===== config.mk =====
export PLATFORM = sky130hd
export DESIGN_NAME = dpeq_regs
export DESIGN_NICKNAME = d
export VERILOG_FILES = /design/src/dpeq_pkg.sv /design/src/dpeq_aux_snoop.sv /design/src/dpeq_regs.sv
export SDC_FILE = /design/constraint.sdc
export NUM_CORES = 1
export LEC_CHECK = 0
export BUFFER_PORTS_ARGS = -buffer_cell sky130_fd_sc_hd__buf_2
export CAP_MARGIN = 25
export CORE_ASPECT_RATIO = 2
export CORE_MARGIN = 2
export CORE_UTILIZATION = 27
export DETAILED_ROUTE_END_ITERATION = 8
export GPL_TIMING_DRIVEN = 0
export PLACE_DENSITY = 0.54
export SLEW_MARGIN = 10
export SYNTH_ARGS = -nofsm -noshare
export SYNTH_HDL_FRONTEND = slang
export SYNTH_SLANG_ARGS = --single-unit

===== constraint.sdc =====
create_clock -name clk -period 2.4 [get_ports clk]
set_clock_uncertainty 0.15 [all_clocks]
set_input_delay 0.12 -clock clk [delete_from_list [all_inputs] [get_ports clk]]
set_output_delay 0.12 -clock clk [all_outputs]
set_load 0.02 [all_outputs]

===== src/dpeq_pkg.sv =====
package dpeq_pkg;
  // Register offsets of the DisplayPort control and status bank.
  localparam logic [7:0] DPEQ_OFS_EQ13 = 8'h10;
  localparam logic [7:0] DPEQ_OFS_EQ02 = 8'h11;
  localparam logic [7:0] DPEQ_OFS_SNOOP = 8'h12;
  localparam logic [7:0] DPEQ_OFS_CTRL = 8'h13;
  // Field positions.
  localparam int DPEQ_EQ_HI_LSB = 4;
  localparam int DPEQ_EQ_LO_LSB = 0;
  localparam int DPEQ_PWR_LSB = 5;
  localparam int DPEQ_LCNT_LSB = 0;
  localparam int DPEQ_SNOOP_OFF_BIT = 7;
  localparam int DPEQ_ROUTE_LSB = 4;
  localparam int DPEQ_LANE_OFF_LSB = 0;
  // Reset values.
  localparam logic [7:0] DPEQ_RST_REG = 8'h00;
  localparam logic [3:0] DPEQ_RST_EQ = 4'h0;
  localparam logic [1:0] DPEQ_RST_PWR = 2'h0;
  localparam logic [4:0] DPEQ_RST_LCNT = 5'h00;
  localparam logic [1:0] DPEQ_RST_ROUTE = 2'h0;
  localparam logic [3:0] DPEQ_RST_LANE_OFF = 4'h0;
  // Snooped DPCD addresses and the native write request code.
  localparam logic [19:0] DPEQ_DPCD_PWR = 20'h00600;
  localparam logic [19:0] DPEQ_DPCD_LCNT = 20'h00101;
  localparam logic [3:0] DPEQ_AUX_NATIVE_WR = 4'h8;
  // Snooped power state code meaning the sink is awake.
  localparam logic [1:0] DPEQ_PWR_ACTIVE = 2'h1;
  // Sideband route codes.
  localparam logic [1:0] DPEQ_ROUTE_AUTO = 2'h0;
  localparam logic [1:0] DPEQ_ROUTE_STRAIGHT = 2'h1;
  localparam logic [1:0] DPEQ_ROUTE_SWAPPED = 2'h2;
  localparam logic [1:0] DPEQ_ROUTE_OPEN = 2'h3;
  // Mode select codes.
  localparam logic [1:0] DPEQ_MODE_OFF = 2'h0;
  localparam logic [1:0] DPEQ_MODE_USB = 2'h1;
  localparam logic [1:0] DPEQ_MODE_DP4 = 2'h2;
  localparam logic [1:0] DPEQ_MODE_DP2_USB = 2'h3;
endpackage


===== src/dpeq_aux_snoop.sv =====
module dpeq_aux_snoop
  import dpeq_pkg::*;
(
  input wire logic clk,
  input wire logic rstn,
  input wire logic aux_sot,
  input wire logic aux_byte_valid,
  input wire logic [7:0] aux_byte,
  input wire logic aux_eot,
  output logic pwr_hit,
  output logic lcnt_hit,
  output logic [7:0] snoop_data
);
  typedef enum logic [2:0] {
    ST_IDLE, ST_ADDR_MID, ST_ADDR_LO, ST_LEN, ST_DATA, ST_HAVE, ST_SKIP
  } dpeq_snoop_state_type;

  typedef struct packed {
    dpeq_snoop_state_type st;
    logic [19:0] addr;
    logic [7:0] data;
    logic pwr_hit;
    logic lcnt_hit;
  } dpeq_snoop_type;

  dpeq_snoop_type r_ff;
  dpeq_snoop_type nxt_r;

  always_comb begin
    nxt_r = r_ff;
    nxt_r.pwr_hit = 1'b0;
    nxt_r.lcnt_hit = 1'b0;
    // A new start abandons any request still open, so a cut-off write never lands.
    if (aux_sot) begin
      nxt_r.st = ST_IDLE;
    end else if (aux_eot) begin
      if (r_ff.st == ST_HAVE) begin
        nxt_r.pwr_hit = (r_ff.addr == DPEQ_DPCD_PWR);
        nxt_r.lcnt_hit = (r_ff.addr == DPEQ_DPCD_LCNT);
      end
      nxt_r.st = ST_SKIP;
    end else if (aux_byte_valid) begin
      case (r_ff.st)
        ST_IDLE: begin
          nxt_r.addr[19:16] = aux_byte[3:0];
          nxt_r.st = (aux_byte[7:4] == DPEQ_AUX_NATIVE_WR) ? ST_ADDR_MID : ST_SKIP;
        end
        ST_ADDR_MID: begin
          nxt_r.addr[15:8] = aux_byte;
          nxt_r.st = ST_ADDR_LO;
        end
        ST_ADDR_LO: begin
          nxt_r.addr[7:0] = aux_byte;
          nxt_r.st = ST_LEN;
        end
        ST_LEN: begin
          nxt_r.st = ST_DATA;
        end
        ST_DATA: begin
          nxt_r.data = aux_byte;
          nxt_r.st = ST_HAVE;
        end
        default: begin
          nxt_r.st = r_ff.st;
        end
      endcase
    end
    if (!rstn) begin
      nxt_r = '{st: ST_SKIP, addr: 20'h00000, data: 8'h00, pwr_hit: 1'b0, lcnt_hit: 1'b0};
    end
  end

  always_ff @(posedge clk) begin
    r_ff <= nxt_r;
  end

  assign pwr_hit = r_ff.pwr_hit;
  assign lcnt_hit = r_ff.lcnt_hit;
  assign snoop_data = r_ff.data;
endmodule // dpeq_aux_snoop


===== src/dpeq_regs.sv =====
module dpeq_regs
  import dpeq_pkg::*;
#(
  parameter int EQ_W = 4,
  parameter int LANES = 4
) (
  input wire logic clk,
  input wire logic rstn,
  input wire logic reg_wr,
  input wire logic reg_rd,
  input wire logic [7:0] reg_offset,
  input wire logic [7:0] reg_wdata,
  output logic [7:0] reg_rdata,
  output logic reg_hit,
  input wire logic eq_software_select,
  input wire logic [1:0] mode_select_field,
  input wire logic orientation_select,
  input wire logic [1:0] display_eq_strap_pins,
  input wire logic aux_sot,
  input wire logic aux_byte_valid,
  input wire logic [7:0] aux_byte,
  input wire logic aux_eot,
  output logic [LANES*EQ_W-1:0] lane_eq_level,
  output logic [LANES-1:0] lane_enable,
  output logic aux_n_to_sideband_pin_one,
  output logic aux_p_to_sideband_pin_two,
  output logic aux_n_to_sideband_pin_two,
  output logic aux_p_to_sideband_pin_one
);
  import dpeq_pkg::*;

  typedef struct packed {
    logic [1:0] strap_meta;
    logic [1:0] strap_sync;
    logic mode_upper_last;
    logic [LANES-1:0][EQ_W-1:0] eq_level;
    logic [1:0] power_state;
    logic [4:0] lane_count;
    logic snoop_off;
    logic [1:0] aux_sideband_route_force;
    logic [LANES-1:0] lane_off_bits;
    logic [LANES-1:0] lane_en;
    logic [3:0] route;
    logic [7:0] rdata;
    logic hit;
  } dpeq_regs_type;

  dpeq_regs_type r_ff;
  dpeq_regs_type nxt_r;
  logic pwr_hit;
  logic lcnt_hit;
  logic [7:0] snoop_data;
  logic [LANES-1:0] snoop_lanes;
  logic [LANES-1:0] mode_lanes;

  // Two strap pins spread over the full range of the four-bit level.
  function automatic logic [EQ_W-1:0] strap_level(input logic [1:0] strap);
    strap_level = EQ_W'({strap, strap});
  endfunction

  // Lanes the mode field leaves to the display path.
  function automatic logic [LANES-1:0] lanes_of_mode(input logic [1:0] mode);
    if (mode == DPEQ_MODE_DP4) begin
      lanes_of_mode = '1;
    end else if (mode == DPEQ_MODE_DP2_USB) begin
      lanes_of_mode = LANES'(4'h3);
    end else begin
      lanes_of_mode = '0;
    end
  endfunction

  // Lanes a snooped count and power state call for.
  function automatic logic [LANES-1:0] lanes_of_snoop(input logic [1:0] pwr,
                                                      input logic [4:0] cnt);
    if (pwr != DPEQ_PWR_ACTIVE) begin
      lanes_of_snoop = '0;
    end else if (cnt == 5'h01) begin
      lanes_of_snoop = LANES'(4'h1);
    end else if (cnt == 5'h02) begin
      lanes_of_snoop = LANES'(4'h3);
    end else if (cnt == 5'h04) begin
      lanes_of_snoop = LANES'(4'hF);
    end else begin
      lanes_of_snoop = '0;
    end
  endfunction

  dpeq_aux_snoop u_snoop (
    .clk(clk),
    .rstn(rstn),
    .aux_sot(aux_sot),
    .aux_byte_valid(aux_byte_valid),
    .aux_byte(aux_byte),
    .aux_eot(aux_eot),
    .pwr_hit(pwr_hit),
    .lcnt_hit(lcnt_hit),
    .snoop_data(snoop_data)
  );

  assign snoop_lanes = lanes_of_snoop(r_ff.power_state, r_ff.lane_count);
  assign mode_lanes = lanes_of_mode(mode_select_field);

  always_comb begin
    nxt_r = r_ff;
    nxt_r.strap_meta = display_eq_strap_pins;
    nxt_r.strap_sync = r_ff.strap_meta;
    nxt_r.mode_upper_last = mode_select_field[1];
    nxt_r.hit = 1'b0;

    // Equalization levels come from the straps or from software.
    if (!eq_software_select) begin
      for (int i = 0; i < LANES; i++) begin
        nxt_r.eq_level[i] = strap_level(r_ff.strap_sync);
      end
    end else if (reg_wr && reg_offset == DPEQ_OFS_EQ13) begin
      nxt_r.eq_level[1] = reg_wdata[DPEQ_EQ_HI_LSB +: EQ_W];
      nxt_r.eq_level[3] = reg_wdata[DPEQ_EQ_LO_LSB +: EQ_W];
    end else if (reg_wr && reg_offset == DPEQ_OFS_EQ02) begin
      nxt_r.eq_level[0] = reg_wdata[DPEQ_EQ_HI_LSB +: EQ_W];
      nxt_r.eq_level[2] = reg_wdata[DPEQ_EQ_LO_LSB +: EQ_W];
    end

    // The mode clear runs first so that a snooped write in the same cycle is kept.
    if (r_ff.mode_upper_last && !mode_select_field[1]) begin
      nxt_r.power_state = DPEQ_RST_PWR;
      nxt_r.lane_count = DPEQ_RST_LCNT;
    end
    if (pwr_hit) begin
      nxt_r.power_state = snoop_data[1:0];
    end
    if (lcnt_hit) begin
      nxt_r.lane_count = snoop_data[4:0];
    end

    if (reg_wr && reg_offset == DPEQ_OFS_CTRL) begin
      nxt_r.snoop_off = reg_wdata[DPEQ_SNOOP_OFF_BIT];
      nxt_r.aux_sideband_route_force = reg_wdata[DPEQ_ROUTE_LSB +: 2];
      nxt_r.lane_off_bits = reg_wdata[DPEQ_LANE_OFF_LSB +: LANES];
    end

    if (!r_ff.snoop_off) begin
      nxt_r.lane_en = snoop_lanes & mode_lanes;
    end else begin
      nxt_r.lane_en = ~r_ff.lane_off_bits & mode_lanes;
    end

    // Route bits: n to one, p to two, n to two, p to one.
    case (r_ff.aux_sideband_route_force)
      DPEQ_ROUTE_STRAIGHT: nxt_r.route = 4'h3;
      DPEQ_ROUTE_SWAPPED: nxt_r.route = 4'hC;
      DPEQ_ROUTE_OPEN: nxt_r.route = 4'h0;
      default: begin
        if (!mode_select_field[1]) begin
          nxt_r.route = 4'h0;
        end else if (orientation_select) begin
          nxt_r.route = 4'hC;
        end else begin
          nxt_r.route = 4'h3;
        end
      end
    endcase

    if (reg_rd) begin
      nxt_r.hit = 1'b1;
      if (reg_offset == DPEQ_OFS_EQ13) begin
        nxt_r.rdata = 8'({r_ff.eq_level[1], r_ff.eq_level[3]});
      end else if (reg_offset == DPEQ_OFS_EQ02) begin
        nxt_r.rdata = 8'({r_ff.eq_level[0], r_ff.eq_level[2]});
      end else if (reg_offset == DPEQ_OFS_SNOOP) begin
        nxt_r.rdata = {1'b0, r_ff.power_state, r_ff.lane_count};
      end else if (reg_offset == DPEQ_OFS_CTRL) begin
        nxt_r.rdata = {r_ff.snoop_off, 1'b0, r_ff.aux_sideband_route_force,
                       r_ff.lane_off_bits};
      end else begin
        nxt_r.rdata = 8'h00;
        nxt_r.hit = 1'b0;
      end
    end

    if (!rstn) begin
      nxt_r.strap_meta = 2'h0;
      nxt_r.strap_sync = 2'h0;
      nxt_r.mode_upper_last = 1'b0;
      nxt_r.eq_level = '0;
      nxt_r.power_state = DPEQ_RST_PWR;
      nxt_r.lane_count = DPEQ_RST_LCNT;
      nxt_r.snoop_off = 1'b0;
      nxt_r.aux_sideband_route_force = DPEQ_RST_ROUTE;
      nxt_r.lane_off_bits = DPEQ_RST_LANE_OFF;
      nxt_r.lane_en = '0;
      nxt_r.route = 4'h0;
      nxt_r.rdata = DPEQ_RST_REG;
      nxt_r.hit = 1'b0;
    end
  end

  always_ff @(posedge clk) begin
    r_ff <= nxt_r;
  end

  assign reg_rdata = r_ff.rdata;
  assign reg_hit = r_ff.hit;
  assign lane_eq_level = r_ff.eq_level;
  assign lane_enable = r_ff.lane_en;
  assign aux_n_to_sideband_pin_one = r_ff.route[0];
  assign aux_p_to_sideband_pin_two = r_ff.route[1];
  assign aux_n_to_sideband_pin_two = r_ff.route[2];
  assign aux_p_to_sideband_pin_one = r_ff.route[3];
endmodule // dpeq_regs


==> results.cfg, run 1 <==
[status]
status = finished clean

[floorplanning]
rows = 59
io_pins = 70
die-area_um2 = 14200
start_util_pct = 27.5
core_area_um2 = 13000
die_h_um = 167
dieWidth_um = 85.3

[final_layout]
nets = 528
diodes = 0
stdcell_count = 647
drive_gt1_share_pct = 26.3
areaGrowthSynthToFinish_pct = 30.4

[setup_path]
ff2ff_path_depth = 5
r2r_slack_ps = 320
cp-start-kind = primary input
required_ps = 2480
cpMaxStageDelayCell = nor4b_1
path_class = in -> reg
end_kind = register
path_cells = dlygate4sd3_1 -> buf_2 -> nor4b_1 -> nand2_1 -> a21oi_1 -> o21ai_0 -> dlygate4sd3_1
worst-path-max-fanout = 4
cp.arrival_ps = 2320
crit_path_max_incr_delay_ps = 580
crit_top_cell = dlygate4sd3_1

[synth]
yosysSeqAreaShare_pct = 44.8
synth_xor_area_share_pct = 0.245
async_reset_ff_share_pct = 0
synth_flop_cell = dfxtp_1
yosys_warnings = 0
synth.most_common_cell = dfxtp_1
synth_largest_area_cell = dfxtp_1
postSynthCellCount = 389
synthAdderAreaFrac_pct = 0
synth_seq_cells = 80
synthDistinctLibCells = 37
syn_area_um2 = 3570
synth_edf_count = 0
synthSimpleGateAreaFrac_pct = 21.0
synth_fp_nets = 426
netlist_top_cells_count = dfxtp_1 (80), nand2_1 (59), o21ai_0 (37)
synth.avg_cell_area_um2 = 9.18
synth.area.mux_share_pct = 9.14
synth_top_family_by_area = simple AND/OR/NAND/NOR gates
synth_top_area_share_pct = 44.8
synth_compound_area_share_pct = 14.3
synth.area.top_cells = dfxtp_1 (45%), buf_4 (6.3%), nand2_1 (6.2%), o21ai_0 (5.2%), mux2i_1 (5.0%)

[job]
maxCapViolCount = 0

[placement]
dp_hpwl_um = 7330
post-place-ws_ps = 324
place_congestion = 0.829
port_buffers = 67
dp_cells = 608

[timing]
tightest_slew_ps = 612
fin_crit_sh_pct = 93.6
slew_viol_final = 0
fmax_mhz = 445
max-slew-margin-rel_pct = 58.6
finalHoldViolations = 0
finalSetupTns_ps = 0
min_period_ps = 2250
setup_viol = 0
rsz0062_at_grt = no
worst_slack_ps = 153

[detailed_routing]
drtIter0Drc = 134
viasPerCell = 4.57
via_count = 2959
drt-total-wl_um = 9270
first_pass_iters = 4
postRouteAntennaNets = 0
post_drt_wl_per_cell_um = 14.3
route.detailed.drc = 0

[power]
ir_drop_uv = 371
power_density_nw_per_um2 = 679
p_leak_nw = 2.18
p_total_mw = 3.16

[min_path]
hold_class = in -> reg
hold_depth = 4

[clocking]
cts.clk_slew.worst_paths_ps = 60
post_cts_resized = 0
cts.sinks = 80
clock_path_buffers = 2
cts_tree = yes
clk_latency_ps = 340
cts.htree.levels = 3
numCtsBuffers = 9
cts_root_buffer = clkbuf_16
post_cts_buffers = 0

[global_routing]
gr-total-overflow = 0
antenna_found_initial = 0
grt_pass1_vias = 3106
grt_max_degree = 14
grt_pass1_wl_um = 14900
grt.total_usage_pct = 13.6
layout make-up:
type	instances	area, um2
fillers	1381	8330
flip-flops and latches	80	1600
multi-input cells	245	1600
repair buffers	91	576
plain buffers	50	320
clock buffers	10	239
well taps	152	190
clock inverters	5	81.3
inverters	14	52.6
flip-flops by register name, summed over array words and instances (netlist names):
| register | flops |
|---|---|
| aux_p_to_sideband_pin_two | 1 |
| u_snoop.snoop_data | 5 |
| u_snoop.pwr_hit | 1 |
| r_ff | 19 |
| u_snoop.r_ff | 23 |
| u_snoop.lcnt_hit | 1 |
| reg_rdata | 8 |
| lane_enable | 4 |
| lane_eq_level | 16 |
| reg_hit | 1 |
| aux_n_to_sideband_pin_two | 1 |
layout by cell type, fill, tap and decap left out, drive strengths merged, types with 16 or more instances in the layout:
cell	n
dlygate4sd3	24
dfxtp	80
nand3	18
buf	104
nand2	59
clkbuf	23
o211a	16
mux2i	18
nor2b	20
o21ai	37
report_power, final:
| group | total [mW] | internal (mW) | switching, mW | leakage, nW |
|---|---|---|---|---|
| combinational | 0.304 | 0.147 | 0.157 | 1.37 |
| sequential | 1.38 | 1.36 | 0.0221 | 0.650 |
| clock | 1.48 | 0.933 | 0.545 | 0.155 |
cells by family (layout without fill, tap and decap cells):
group                  after synthesis  in the layout
multiplexers                        25             25
XOR/XNOR                             1              1
buffers and inverters               64            170
flip-flops                          80             80
AND/OR/NAND/NOR                    144            144
AO/OA/AOI/OAI                       75             75
per-stage QoR:
step	hold WS [ps]	utilization [%]	area (um2)
after floorplan	81.8	-	3570
final	16.8	35.9	4660
after CTS	11.6	35.9	4660
after detailed placement	182	31.5	4100
after global placement	180	31.5	4100
after global routing	25.6	35.9	4660
final timing paths:
check                           to             start
setup / recovery  u_snoop.r_ff[31]       aux_byte[4]
hold / removal    lane_eq_level[2]      reg_wdata[6]
setup reg to reg  u_snoop.r_ff[17]  u_snoop.r_ff[30]
hold reg to reg           r_ff[49]          r_ff[51]
repair_timing:
| item | CTS | global route |
|---|---|---|
| endpoints found under the hold margin | 44 | 0 |
| hold buffers | 24 | 0 |
| setup endpoints to repair | 0 | 0 |
worst max-delay path, delay by kind of cell:
kind | cells | cell delay (ps)
buffers and inverters | 3 | 1260
AOI/OAI and AO/OA | 2 | 250
and+or+nand+nor | 2 | 700
metal layers:
layer	up-vias	part of all wire, %	track usage, %
li1	1517	-	-
met1	1368	36	12.7
met2	59	58	26.5
met3	15	3.5	2.73
met4	0	2.4	6.76
met5	-	0	0
No activity file was read; power rests on OpenSTA's default activity.
==> inputs of run 2 (changes only) <==
==> constraint.sdc (replaced) <==
create_clock -name clk -period 2.4 [get_ports clk]
set_clock_uncertainty 0.15 [all_clocks]
set_input_delay 0 -clock clk [delete_from_list [all_inputs] [get_ports clk]]
set_output_delay 0 -clock clk [all_outputs]
set_load 0.02 [all_outputs]
==> results.cfg, run 2 (same netlist as run 1, synthesis figures left out) <==
[setup_path]
worst-path-max-fanout = 8
ff2ff_path_depth = 5
cp-start-kind = register
cp.arrival_ps = 2160
required_ps = 2480
path_class = reg -> reg
end_kind = register
r2r-start = u_snoop.r_ff[30]
reg2reg_to = u_snoop.r_ff[17]
r2r_slack_ps = 320

[power]
swShare_pct = 22.9
ir_drop_uv = 371
p_total_mw = 3.17
p_comb_share_pct = 9.8
p_leak_nw = 2.20
power_frac_clock_pct = 46.7
internal-power_mw = 2.44
power_frac_seq_pct = 43.5
power_density_nw_per_um2 = 674
p_sw_uw = 727

[status]
violations = negative hold slack
status = finished with violations

[detailed_routing]
post_drt_wl_per_cell_um = 14.3
drtIter0Drc = 146
first_pass_iters = 4
via_count = 2991
postRouteAntennaNets = 0
viasPerCell = 4.59
drt-total-wl_um = 9320
route.detailed.drc = 0

[timing]
min_period_ps = 2080
finalSetupTns_ps = 0
fmax_mhz = 482
max-slew-margin-rel_pct = 57.3
whs_ps = -9.97
fin_crit_sh_pct = 86.5
finalHoldViolations = 1
setup_viol = 0
rsz0062_at_grt = no
slew_viol_final = 0
tightest_slew_ps = 632

[clocking]
clock_path_buffers = 2
cts.sinks = 80
clk_latency_ps = 340
cts_root_buffer = clkbuf_16
cts.htree.levels = 3
cts.clk_slew.worst_paths_ps = 60
cts_tree = yes
numCtsBuffers = 9

[final_layout]
largest_reg_flops = 23
drive_gt1_share_pct = 26.3
finalCoreUtilization_pct = 36.2
areaGrowthSynthToFinish_pct = 31.7
final_cell_area_um2 = 4700
layout_common_cells = dfxtp_1 (80), buf_2 (71), nand2_1 (59)
nets = 532
regMostFlops = u_snoop.r_ff
diodes = 0
final_common_cell = dfxtp_1

[placement]
place_congestion = 0.829
port_buffers = 67
dp_hpwl_um = 7330
placed_area_um2 = 4100

[job]
maxCapViolCount = 0

[global_routing]
grt.total_usage_pct = 13.6
grt_max_degree = 14
gr-total-overflow = 0
antenna_found_initial = 0
grt_pass1_vias = 3128
grt_pass1_wl_um = 15000

[floorplanning]
io_pins = 70
core_area_um2 = 13000
rows = 59
die-area_um2 = 14200
start_util_pct = 27.5
dieWidth_um = 85.3
die_h_um = 167

[min_path]
min-delay-start = reg_offset[5]
hold_class = in -> reg
hold_depth = 4
hold_end = reg_hit
[run 2: how the worst max path moves through the flow]
stage	startpoint	endpoint	slack [ps]
CTS	aux_byte[4]	u_snoop.r_ff[32]	150
global route	u_snoop.r_ff[30]	u_snoop.r_ff[17]	30
global placement	u_snoop.r_ff[30]	u_snoop.r_ff[16]	320
floorplan	u_snoop.r_ff[30]	u_snoop.r_ff[10]	600
detailed placement	u_snoop.r_ff[30]	u_snoop.r_ff[16]	340
finish	u_snoop.r_ff[30]	u_snoop.r_ff[17]	320
[run 2: timing repair]
action / CTS / global route
buffers inserted: 0 / 0
hold buffers: 28 / 0
setup endpoints to repair: 0 / 1
gates resized for setup: 0 / 1
endpoints found under the hold margin: 62 / 0
[run 2: power by group through the flow]
| stage | registers [mW] | logic, mW | clock network [mW] |
|---|---|---|---|
| after CTS | 1.38 | 0.313 | 1.50 |
| after floorplan | 1.40 | 0.179 | 0 |
| after detailed placement | 1.41 | 0.277 | 0 |
| after global placement | 1.41 | 0.274 | 0 |
| after global routing | 1.38 | 0.338 | 1.56 |
| final | 1.38 | 0.310 | 1.48 |
[run 2: routing by layer]
metal | track usage (%) | vias up | part of all wire, %
met5 | 0 | - | 0
met4 | 6.76 | 0 | 2.6
met3 | 2.63 | 17 | 3.4
met2 | 26.7 | 61 | 58
met1 | 12.8 | 1386 | 36
li1 | - | 1527 | -
[run 2: worst max-delay path, cell delays in order, from the launching register on]
cell and delay, ps:
dfxtp_1 290, clkbuf_1 170, nor4b_1 490, nand3_1 490, mux2i_1 300, nor2b_1 70
[run 2: stage by stage]
| stage | worst slack (ps) | hold slack [ps] | instances |
|---|---|---|---|
| floorplan | 598 | -38.2 | 389 |
| global placement | 323 | 60.0 | 608 |
| detailed placement | 340 | 62.0 | 608 |
| CTS | 149 | 8.21 | 651 |
| global route | 30.3 | 32.1 | 651 |
| finish | 324 | -9.97 | 651 |
[run 2: area by class of cell]
cell class,count,area (um2)
Inverter,14,52.6
Multi-Input combinational cell,245,1600
Tap cell,152,190
Sequential cell,80,1600
Buffer,50,320
Clock buffer,10,239
Clock inverter,5,81.3
Timing Repair Buffer,95,616
Fill cell,1376,8290
